[config.mk]
export PLATFORM = sky130hd
export DESIGN_NAME = smwc_stop_ctrl
export DESIGN_NICKNAME = d
export VERILOG_FILES = /design/src/verilog/smwc_pkg.sv /design/src/verilog/smwc_warm_counter.sv /design/src/verilog/smwc_pin_ctrl.sv /design/src/verilog/smwc_stop_ctrl.sv
export SDC_FILE = /design/constraint.sdc
export NUM_CORES = 1
export LEC_CHECK = 0
export BUFFER_PORTS_ARGS = -buffer_cell sky130_fd_sc_hd__buf_4
export CORE_ASPECT_RATIO = 1.2
export CORE_MARGIN = 2
export CORE_UTILIZATION = 50
export CTS_BUF_LIST = sky130_fd_sc_hd__clkbuf_16
export CTS_CLUSTER_SIZE = 10
export DETAILED_ROUTE_END_ITERATION = 8
export GPL_TIMING_DRIVEN = 0
export PLACE_DENSITY = 0.74
export SETUP_SLACK_MARGIN = 0.05
export SYNTH_ARGS = -nofsm -noshare
export SYNTH_HDL_FRONTEND = slang
export SYNTH_SLANG_ARGS = --single-unit
[constraint.sdc]
create_clock -name ref_clk -period 3.3 [get_ports ref_clk]
set_input_delay 0.33 -clock ref_clk [delete_from_list [all_inputs] [get_ports ref_clk]]
set_output_delay 0.33 -clock ref_clk [all_outputs]
set_load 0.1 [all_outputs]
[src/verilog/smwc_pkg.sv]
package smwc_pkg;
  // warm-up exponents, in periods of the post-wake clock
  localparam int WARM_SHORT_EXP = 14;
  localparam int WARM_LONG_EXP  = 16;
  localparam int FAST_WARM_EXP  = 4;  // shortened warm-up for an external stable clock
  localparam int WARM_CNT_W     = 17;
  localparam logic [WARM_CNT_W-1:0] WARM_SHORT_CNT = 17'h04000;
  localparam logic [WARM_CNT_W-1:0] WARM_LONG_CNT  = 17'h10000;
  localparam logic [WARM_CNT_W-1:0] WARM_FAST_CNT  = 17'h00010;
  // halt instruction execution, in states
  localparam logic [3:0] HALT_EXEC_STATES = 4'h8;
  // transition into stop after halt execution
  localparam logic [1:0] ENTRY_CLOCKS     = 2'h3;
  localparam int PORT_W = 8;

  typedef enum logic [4:0] {
    SMWC_RUN    = 5'h01,
    SMWC_HALT   = 5'h02,
    SMWC_ENTRY  = 5'h04,
    SMWC_STOP   = 5'h08,
    SMWC_WARM   = 5'h10
  } smwc_state_t;

  typedef struct packed {
    logic drive_enable;
    logic warm_select;
    logic fast_warmup_select;
    logic return_clock_select;
    logic main_osc_return_enable;
    logic sub_osc_return_enable;
  } smwc_cfg_t;

  typedef struct packed {
    logic osc_main_en;
    logic osc_sub_en;
    logic sys_clk_en;
    logic slow_mode;
  } smwc_clk_t;
endpackage

[src/verilog/smwc_warm_counter.sv]
`timescale 1ns/1ps
`default_nettype none
module smwc_warm_counter (
  input  wire logic                             ref_clk,
  input  wire logic                             rst_n,
  input  wire logic                             start,
  input  wire logic [smwc_pkg::WARM_CNT_W-1:0]  limit,
  output logic                                  done
);
  logic [smwc_pkg::WARM_CNT_W-1:0] cnt_q;
  logic                            run_q;

  // counts limit cycles after start, then pulses done
  always_ff @(posedge ref_clk or negedge rst_n) begin
    if (!rst_n) begin
      cnt_q <= '0;
      run_q <= 1'b0;
      done  <= 1'b0;
    end else begin
      done <= 1'b0;
      if (start) begin
        cnt_q <= limit - 17'h00001;
        run_q <= 1'b1;
      end else if (run_q) begin
        if (cnt_q == '0) begin
          run_q <= 1'b0;
          done  <= 1'b1;
        end else begin
          cnt_q <= cnt_q - 17'h00001;
        end
      end
    end
  end
endmodule // smwc_warm_counter
`default_nettype wire

[src/verilog/smwc_pin_ctrl.sv]
`timescale 1ns/1ps
`default_nettype none
module smwc_pin_ctrl (
  input  wire logic                         ref_clk,
  input  wire logic                         rst_n,
  input  wire logic                         stopped,
  input  wire logic                         drive_enable,
  input  wire logic [smwc_pkg::PORT_W-1:0]  port_out,
  input  wire logic [smwc_pkg::PORT_W-1:0]  port_oe,
  input  wire logic                         ale_run,
  input  wire logic                         clk_run,
  output logic      [smwc_pkg::PORT_W-1:0]  pin_out,
  output logic      [smwc_pkg::PORT_W-1:0]  pin_oe,
  output logic      [smwc_pkg::PORT_W-1:0]  pin_in_gate,
  output logic      [smwc_pkg::PORT_W-1:0]  pin_pull_en,
  output logic                              ale_out,
  output logic                              clkout_out,
  output logic                              clkout_oe,
  output logic                              xtal_out
);
  // per-pin stop behaviour: drive kept, or floated with pull and gate off
  for (genvar i = 0; i < smwc_pkg::PORT_W; i++) begin : g_pin
    always_ff @(posedge ref_clk or negedge rst_n) begin
      if (!rst_n) begin
        pin_out[i]     <= 1'b0;
        pin_oe[i]      <= 1'b0;
        pin_in_gate[i] <= 1'b1;
        pin_pull_en[i] <= 1'b0;
      end else if (stopped && !drive_enable) begin
        pin_out[i]     <= 1'b0;
        pin_oe[i]      <= 1'b0;
        pin_in_gate[i] <= 1'b0;
        pin_pull_en[i] <= 1'b1;
      end else begin
        pin_out[i]     <= port_out[i];
        pin_oe[i]      <= port_oe[i];
        pin_in_gate[i] <= 1'b1;
        pin_pull_en[i] <= 1'b0;
      end
    end
  end

  // bus-control and crystal pins during stop
  always_ff @(posedge ref_clk or negedge rst_n) begin
    if (!rst_n) begin
      ale_out    <= 1'b0;
      clkout_out <= 1'b0;
      clkout_oe  <= 1'b1;
      xtal_out   <= 1'b0;
    end else if (stopped) begin
      ale_out    <= 1'b0;
      clkout_out <= 1'b1;
      clkout_oe  <= drive_enable;
      xtal_out   <= 1'b1;
    end else begin
      ale_out    <= ale_run;
      clkout_out <= clk_run;
      clkout_oe  <= 1'b1;
      xtal_out   <= 1'b0;
    end
  end
endmodule // smwc_pin_ctrl
`default_nettype wire

[src/verilog/smwc_stop_ctrl.sv]
`timescale 1ns/1ps
`default_nettype none
module smwc_stop_ctrl (
  input  wire logic                         ref_clk,
  input  wire logic                         rstn,
  input  wire logic                         halt_req,
  input  wire logic                         nmi_req,
  input  wire logic                         external_irq_zero,
  input  wire logic                         irq_zero_masked,
  input  wire logic                         periph_irq,
  input  wire logic                         cur_slow_mode,
  input  wire smwc_pkg::smwc_cfg_t          cfg,
  input  wire logic [smwc_pkg::PORT_W-1:0]  port_out,
  input  wire logic [smwc_pkg::PORT_W-1:0]  port_oe,
  input  wire logic                         ale_run,
  input  wire logic                         clk_run,
  output smwc_pkg::smwc_clk_t               clk_ctrl,
  output logic                              stopped,
  output logic                              resume,
  output logic                              skip_service,
  output logic                              wake_pending,
  output logic      [smwc_pkg::PORT_W-1:0]  pin_out,
  output logic      [smwc_pkg::PORT_W-1:0]  pin_oe,
  output logic      [smwc_pkg::PORT_W-1:0]  pin_in_gate,
  output logic      [smwc_pkg::PORT_W-1:0]  pin_pull_en,
  output logic                              ale_out,
  output logic                              clkout_out,
  output logic                              clkout_oe,
  output logic                              xtal_out
);
  logic                            rst_meta_q;
  logic                            rst_n_q;
  smwc_pkg::smwc_state_t           state_q;
  logic [3:0]                      exec_cnt_q;
  logic [1:0]                      entry_cnt_q;
  logic                            pend_q;
  logic                            masked_q;
  logic                            warm_start;
  logic                            warm_done;
  logic                            wake;
  logic [smwc_pkg::WARM_CNT_W-1:0] warm_limit;
  logic [smwc_pkg::WARM_CNT_W-1:0] warm_cyc_q;

  // reset release through two flops; reset also ends stop
  always_ff @(posedge ref_clk or negedge rstn) begin
    if (!rstn) begin
      rst_meta_q <= 1'b0;
      rst_n_q    <= 1'b0;
    end else begin
      rst_meta_q <= 1'b1;
      rst_n_q    <= rst_meta_q;
    end
  end

  // only the two external wake sources count; peripheral irqs ignored
  assign wake = nmi_req | external_irq_zero;
  // a held entry wake does not wake by itself; a fresh wake is needed
  assign warm_start = (state_q == smwc_pkg::SMWC_STOP) && wake;

  // warm-up length selection
  always_comb begin
    if (cfg.fast_warmup_select) begin
      warm_limit = smwc_pkg::WARM_FAST_CNT;
    end else if (cfg.warm_select) begin
      warm_limit = smwc_pkg::WARM_LONG_CNT;
    end else begin
      warm_limit = smwc_pkg::WARM_SHORT_CNT;
    end
  end

  // sequencing of halt, entry, stop and warm-up
  always_ff @(posedge ref_clk or negedge rst_n_q) begin
    if (!rst_n_q) begin
      state_q     <= smwc_pkg::SMWC_RUN;
      exec_cnt_q  <= '0;
      entry_cnt_q <= '0;
    end else begin
      case (state_q)
        smwc_pkg::SMWC_RUN: begin
          if (halt_req) begin
            state_q    <= smwc_pkg::SMWC_HALT;
            exec_cnt_q <= smwc_pkg::HALT_EXEC_STATES - 4'h1;
          end
        end
        smwc_pkg::SMWC_HALT: begin
          if (wake) begin
            state_q <= smwc_pkg::SMWC_RUN;
          end else if (exec_cnt_q == '0) begin
            state_q     <= smwc_pkg::SMWC_ENTRY;
            entry_cnt_q <= smwc_pkg::ENTRY_CLOCKS - 2'h1;
          end else begin
            exec_cnt_q <= exec_cnt_q - 4'h1;
          end
        end
        smwc_pkg::SMWC_ENTRY: begin
          if (entry_cnt_q == '0) begin
            state_q <= smwc_pkg::SMWC_STOP;
          end else begin
            entry_cnt_q <= entry_cnt_q - 2'h1;
          end
        end
        smwc_pkg::SMWC_STOP: begin
          if (warm_start) begin
            state_q <= smwc_pkg::SMWC_WARM;
          end
        end
        smwc_pkg::SMWC_WARM: begin
          if (warm_done) begin
            state_q <= smwc_pkg::SMWC_RUN;
          end
        end
        default: state_q <= smwc_pkg::SMWC_RUN;
      endcase
    end
  end

  // wake during entry is held pending; set wins over clear
  always_ff @(posedge ref_clk or negedge rst_n_q) begin
    if (!rst_n_q) begin
      pend_q <= 1'b0;
    end else if (state_q == smwc_pkg::SMWC_ENTRY && wake) begin
      pend_q <= 1'b1;
    end else if (state_q == smwc_pkg::SMWC_STOP && wake) begin
      pend_q <= 1'b0;
    end
  end

  // remember a masked irq zero wake
  always_ff @(posedge ref_clk or negedge rst_n_q) begin
    if (!rst_n_q) begin
      masked_q <= 1'b0;
    end else if (warm_start) begin
      masked_q <= external_irq_zero && !nmi_req && irq_zero_masked;
    end
  end

  // cycles spent in warm-up, counted apart from the counter so the length
  // checks below do not lean on the logic they judge
  always_ff @(posedge ref_clk or negedge rst_n_q) begin
    if (!rst_n_q) begin
      warm_cyc_q <= '0;
    end else if (warm_start) begin
      warm_cyc_q <= '0;
    end else if (state_q == smwc_pkg::SMWC_WARM) begin
      warm_cyc_q <= warm_cyc_q + 17'h00001;
    end
  end

  smwc_warm_counter u_warm (
    .ref_clk (ref_clk),
    .rst_n   (rst_n_q),
    .start   (warm_start),
    .limit   (warm_limit),
    .done    (warm_done)
  );

  // clock gating and status outputs
  always_ff @(posedge ref_clk or negedge rst_n_q) begin
    if (!rst_n_q) begin
      clk_ctrl     <= '{osc_main_en: 1'b1, osc_sub_en: 1'b0, sys_clk_en: 1'b1, slow_mode: 1'b0};
      stopped      <= 1'b0;
      resume       <= 1'b0;
      skip_service <= 1'b0;
      wake_pending <= 1'b0;
    end else begin
      resume       <= 1'b0;
      skip_service <= 1'b0;
      wake_pending <= pend_q;
      case (state_q)
        smwc_pkg::SMWC_STOP: begin
          clk_ctrl.osc_main_en <= warm_start;
          clk_ctrl.osc_sub_en  <= 1'b0;
          clk_ctrl.sys_clk_en  <= 1'b0;
          stopped              <= !warm_start;
        end
        smwc_pkg::SMWC_WARM: begin
          clk_ctrl.osc_main_en <= cfg.main_osc_return_enable | !cfg.return_clock_select;
          clk_ctrl.osc_sub_en  <= cfg.sub_osc_return_enable | cfg.return_clock_select;
          clk_ctrl.sys_clk_en  <= warm_done;
          stopped              <= 1'b0;
          if (warm_done) begin
            clk_ctrl.slow_mode <= cfg.return_clock_select;
            resume             <= 1'b1;
            skip_service       <= masked_q;
          end
        end
        smwc_pkg::SMWC_ENTRY: begin
          clk_ctrl.sys_clk_en <= 1'b0;
          stopped             <= 1'b0;
        end
        default: begin
          clk_ctrl.sys_clk_en <= 1'b1;
          clk_ctrl.slow_mode  <= (state_q == smwc_pkg::SMWC_RUN) ? cur_slow_mode : clk_ctrl.slow_mode;
          stopped             <= 1'b0;
        end
      endcase
    end
  end

  smwc_pin_ctrl u_pins (
    .ref_clk      (ref_clk),
    .rst_n        (rst_n_q),
    .stopped      (stopped),
    .drive_enable (cfg.drive_enable),
    .port_out     (port_out),
    .port_oe      (port_oe),
    .ale_run      (ale_run),
    .clk_run      (clk_run),
    .pin_out      (pin_out),
    .pin_oe       (pin_oe),
    .pin_in_gate  (pin_in_gate),
    .pin_pull_en  (pin_pull_en),
    .ale_out      (ale_out),
    .clkout_out   (clkout_out),
    .clkout_oe    (clkout_oe),
    .xtal_out     (xtal_out)
  );

  // stop entry, halt abandon and clock gating checks
  a_stop_no_clk: assert property (@(posedge ref_clk) disable iff (!rst_n_q)
    stopped |-> !clk_ctrl.sys_clk_en && !clk_ctrl.osc_main_en && !clk_ctrl.osc_sub_en)
    else $error("clock runs in stop");
  a_entry_clk: assert property (@(posedge ref_clk) disable iff (!rst_n_q)
    state_q == smwc_pkg::SMWC_ENTRY |=> !clk_ctrl.sys_clk_en)
    else $error("clock runs during entry");
  a_halt_len: assert property (@(posedge ref_clk) disable iff (!rst_n_q)
    (state_q == smwc_pkg::SMWC_RUN && halt_req) ##1 (!wake) [*8] |=> state_q == smwc_pkg::SMWC_ENTRY)
    else $error("halt execution length wrong");
  a_halt_abandon: assert property (@(posedge ref_clk) disable iff (!rst_n_q)
    (state_q == smwc_pkg::SMWC_HALT && wake) |=> state_q == smwc_pkg::SMWC_RUN && !stopped)
    else $error("halt not abandoned");
  a_halt_no_mode: assert property (@(posedge ref_clk) disable iff (!rst_n_q)
    (state_q == smwc_pkg::SMWC_HALT && wake) |=> clk_ctrl.slow_mode == $past(clk_ctrl.slow_mode))
    else $error("mode switched on abandon");
  a_entry_len: assert property (@(posedge ref_clk) disable iff (!rst_n_q)
    $rose(state_q == smwc_pkg::SMWC_ENTRY) |-> ##3 state_q == smwc_pkg::SMWC_STOP)
    else $error("entry length wrong");

  // wake source and pending checks
  a_periph_no_wake: assert property (@(posedge ref_clk) disable iff (!rst_n_q)
    (state_q == smwc_pkg::SMWC_STOP && !nmi_req && !external_irq_zero && periph_irq)
    |=> state_q == smwc_pkg::SMWC_STOP) else $error("peripheral woke stop");
  a_wake_starts: assert property (@(posedge ref_clk) disable iff (!rst_n_q)
    (state_q == smwc_pkg::SMWC_STOP && wake) |=> state_q == smwc_pkg::SMWC_WARM) else $error("wake ignored");
  a_entry_pend: assert property (@(posedge ref_clk) disable iff (!rst_n_q)
    (state_q == smwc_pkg::SMWC_ENTRY && wake) |=> pend_q) else $error("entry wake lost");
  a_pend_hold: assert property (@(posedge ref_clk) disable iff (!rst_n_q)
    (state_q == smwc_pkg::SMWC_STOP && pend_q && !wake) |=> state_q == smwc_pkg::SMWC_STOP)
    else $error("held wake left stop");
  a_pend_show: assert property (@(posedge ref_clk) disable iff (!rst_n_q)
    pend_q |=> wake_pending) else $error("held wake not shown");

  // warm-up length and resume checks
  a_warm_short: assert property (@(posedge ref_clk) disable iff (!rst_n_q)
    (warm_done && !cfg.fast_warmup_select && !cfg.warm_select) |-> warm_cyc_q == smwc_pkg::WARM_SHORT_CNT)
    else $error("short warm-up length");
  a_warm_long: assert property (@(posedge ref_clk) disable iff (!rst_n_q)
    (warm_done && !cfg.fast_warmup_select && cfg.warm_select) |-> warm_cyc_q == smwc_pkg::WARM_LONG_CNT)
    else $error("long warm-up length");
  a_warm_fast: assert property (@(posedge ref_clk) disable iff (!rst_n_q)
    (warm_start && cfg.fast_warmup_select) |-> ##18 state_q == smwc_pkg::SMWC_RUN)
    else $error("fast warm-up length");
  a_warm_clk_off: assert property (@(posedge ref_clk) disable iff (!rst_n_q)
    warm_start |=> !clk_ctrl.sys_clk_en [*8]) else $error("clock early in warm-up");
  a_warm_osc_on: assert property (@(posedge ref_clk) disable iff (!rst_n_q)
    state_q == smwc_pkg::SMWC_WARM |-> clk_ctrl.osc_main_en || clk_ctrl.osc_sub_en)
    else $error("oscillator off in warm-up");
  a_resume_clk: assert property (@(posedge ref_clk) disable iff (!rst_n_q)
    resume |-> clk_ctrl.sys_clk_en && !stopped) else $error("resume without clock");
  a_return_sel: assert property (@(posedge ref_clk) disable iff (!rst_n_q)
    resume |-> clk_ctrl.slow_mode == $past(cfg.return_clock_select))
    else $error("return clock wrong");

  // pin state checks during stop
  a_pin_float: assert property (@(posedge ref_clk) disable iff (!rst_n_q)
    (stopped && !cfg.drive_enable) |=> pin_oe == '0 && pin_in_gate == '0 && pin_pull_en == '1)
    else $error("pins driven in stop");
  a_ale_low: assert property (@(posedge ref_clk) disable iff (!rst_n_q)
    $past(stopped) |-> !ale_out && xtal_out && clkout_oe == $past(cfg.drive_enable))
    else $error("stop pins wrong");
  a_clkout_high: assert property (@(posedge ref_clk) disable iff (!rst_n_q)
    ($past(stopped) && $past(cfg.drive_enable)) |-> clkout_out)
    else $error("clock pin not high in stop");

  // cover points for the main scenarios
  c_full_stop: cover property (@(posedge ref_clk) disable iff (!rst_n_q) resume);
  c_abandon: cover property (@(posedge ref_clk) disable iff (!rst_n_q) state_q == smwc_pkg::SMWC_HALT && wake);
  c_pending: cover property (@(posedge ref_clk) disable iff (!rst_n_q) pend_q && state_q == smwc_pkg::SMWC_STOP);
  c_skip: cover property (@(posedge ref_clk) disable iff (!rst_n_q) skip_service);
  c_long_warm: cover property (@(posedge ref_clk) disable iff (!rst_n_q) warm_done && cfg.warm_select);
endmodule // smwc_stop_ctrl
`default_nettype wire

==> impl_metrics.ini <==
[status]
status = finished clean

[hold_path]
hp-start = clk_run
min_path_cells = 2
holdCritPathClass = in -> reg
min_to = u_pins.clkout_out

[clock_tree]
clock_sinks = 64
insertion_delay_ps = 330
clk_pin_slew_ps = 50
cts_tree = yes
htreeDepth = 3
post_cts_buffers = 0
cts-root-buf = clkbuf_16
cts_buffer_depth = 2
cts_buffers = 9

[critical_path]
cp_num_buf_inv = 3
crit_chain = buf_2 -> nor2b_2 -> nand3_1 -> clkbuf_2 -> buf_2 -> nand2_1 -> ha_2 -> nand3_1 -> or4_1 -> xnor2_1 -> o211a_1
critPathCaptureType = flop
start_kind = flop
path_delay_family = simple AND/OR/NAND/NOR gates
slowest_delay_ps = 530
regToRegStartpoint = state_q[3]
reg2reg_slack_ps = 280
critPathMaxFanout = 10
cp.arrival_ps = 3240
crit_slowest_cell = or4_1
r2r_cells = 11
timing.rr.end = u_warm.cnt_q[14]
critical_path_required_ps = 3510
critPathKind = reg -> reg

[logic_synthesis]
ys_seq_area_frac = 0.5279
synth_area_um2 = 3045
synthTopCellsByArea = dfrtp_1 (48%), dfstp_2 (4.3%), and2_1 (3.9%)
yosysTopAreaCellShare = 0.4848
postSynth.asyncResetShare = 1.000
syn-num-nets = 326
yosys_most_used_dff = dfrtp_1
avgSynthCellArea_um2 = 10.47
synth_edf_count = 0
netlist_instances = 291
ys_seq_elements = 64
yosysWarnings = 0
post_synth_num_cell_types = 62
yosys.cell_count.top_type = dfrtp_1
yosysTopAreaCell = dfrtp_1
synth_common_cells = dfrtp_1 (59), and2_1 (19), nor2_1 (19)

[layout]
diodes = 0
final_cells = 464
finalInstanceArea_um2 = 4081
nNetsFinal = 412
syn_to_final_growth_pct = 34.02
drive_gt1_frac = 0.3508
multi_input_area_um2 = 1250
seq_area_um2 = 1609
n_fill_cell = 472

[detailed_routing]
dr_wl_met2_mm = 3.294
via_per_inst = 5.347
dr_wl_met3_um = 445
wl_mm = 6.728
detail-route-antenna-nets = 0
drt_drc_violations_left = 0
dr.pass1.iters = 4
drt_iter0_drc = 140
highest_layer = met4
vias = 2481
wl_met1_mm = 2.854
routedWlPerCell_um = 14.50

[global_routing]
grt_max_degree = 36
first_global_vias = 2335
antenna_found_initial = 0
grt_overflow = 0
grtUsageTotal = 0.2157
grt_pass1_wl_mm = 10.86

[die]
fp-row-count = 31
initial_core_util = 0.5098
die_h_um = 89.49
ios = 76
fp.coreArea_um2 = 5973
fp.dieW_um = 75.25
dieArea_um2 = 6734

[sta]
timing.hold.ws_ps = 197.2
period_share = 0.9162
tightest_slew_ps = 868.7
slew_headroom = 0.4155
setup_violations = 0
min_period_ps = 3024
hold_viol = 0
rsz0062_at_grt = true
skew_ps = 6.681
finalMaxSlewViolations = 0
fmax_ghz = 0.3307

[placement]
dp.cells = 448
place_area_um2 = 3725
dp_hpwl_mm = 4.774
gp_congestion = 0.8880
portBuffers = 74

[power]
powerDensity_nw_per_um2 = 580.1
p_leak_nw = 1.833
vdd_drop_max_uv = 365.0

[run]
maxCapViolations = 0
-- power by group --
| part | total (mW) | internal [mW] | switching (mW) | leakage [nW] |
|---|---|---|---|---|
| sequential | 0.884 | 0.839 | 0.0457 | 0.772 |
| clock | 1.06 | 0.731 | 0.331 | 0.167 |
| combinational | 0.421 | 0.140 | 0.281 | 0.894 |
| total | 2.37 | 1.71 | 0.658 | 1.83 |
-- how the worst max path moves through the flow --
stage                from                to  slack [ps]  cells after the start
2_1_floorplan  state_q[3]  u_warm.cnt_q[14]         330                     12
3_3_place_gp   state_q[0]  u_warm.cnt_q[10]        -240                     12
3_5_place_dp   state_q[0]  u_warm.cnt_q[10]        -280                     12
4_1_cts        state_q[3]  u_warm.cnt_q[14]         110                     11
5_1_grt        state_q[3]  u_warm.cnt_q[14]           3                     11
6_report       state_q[3]  u_warm.cnt_q[14]         280                     11
-- cells by family (layout without fill, tap and decap cells) --
family                     after synthesis  count (layout)  share of synthesized area
buffers and inverters                   37             128                    0.06532
adders and majority gates                3               3                    0.01233
and+or+nand+nor                        113             113                     0.2141
DFF                                     64              64                     0.5279
AOI/OAI and AO/OA                       61              61                     0.1422
other                                    1               1                   0.001231
xor gates and xnor gates                 8               8                    0.02301
muxes                                    4               4                    0.01397
-- routing by layer --
| layer | global-route usage | up-vias |
|---|---|---|
| met1 | 0.2713 | 1185 |
| li1 | - | 1196 |
| met2 | 0.3533 | 88 |
| met4 | 0.1100 | 0 |
| met3 | 0.04059 | 12 |
| met5 | 0 | - |
-- what timing repair did --
item                       in CTS  in global routing
gates resized for setup         2                  5
hold buffers                    1                  0
hold endpoints to repair        2                  0
setup endpoints to repair       4                  4
-- stage by stage --
step             util  worst slack [ps]  power [mW]  TNS (ps)
6_report       0.6833             276.5       2.368         0
2_1_floorplan       -             329.5       1.199         0
3_3_place_gp   0.6200            -236.5       1.297    -723.5
4_1_cts        0.6816             105.2       2.376         0
3_5_place_dp   0.6236            -279.0       1.308    -830.1
5_1_grt        0.6833             3.203       2.464         0
-- layout by cell type, fill, tap and decap left out, types with 7 or more instances in the layout --
cell type / count
and2_1: 19
a21oi_1: 17
o21ai_0: 12
nor2_1: 19
dfrtp_1: 58
nor3_1: 7
buf_4: 89
inv_1: 13
nand3_1: 12
clkbuf_16: 9
nand2_1: 16
-- registers in the layout (all words and copies together) (netlist names), 2 cells and up --
| name | count |
|---|---|
| exec_cnt_q | 4 |
| state_q | 5 |
| entry_cnt_q | 2 |
| u_pins.pin_oe | 8 |
| u_warm.cnt_q | 17 |
| clk_ctrl | 4 |
| u_pins.pin_out | 8 |
-- layout make-up --
type / instances / area share
Timing Repair Buffer: 76 / 0.1435
Clock inverter: 7 / 0.02728
Sequential cell: 64 / 0.3942
Clock buffer: 9 / 0.05518
Multi-Input combinational cell: 190 / 0.3063
Inverter: 12 / 0.01104
Buffer: 24 / 0.03740
Tap cell: 82 / 0.02514
Power figures use the tool's default switching activity.
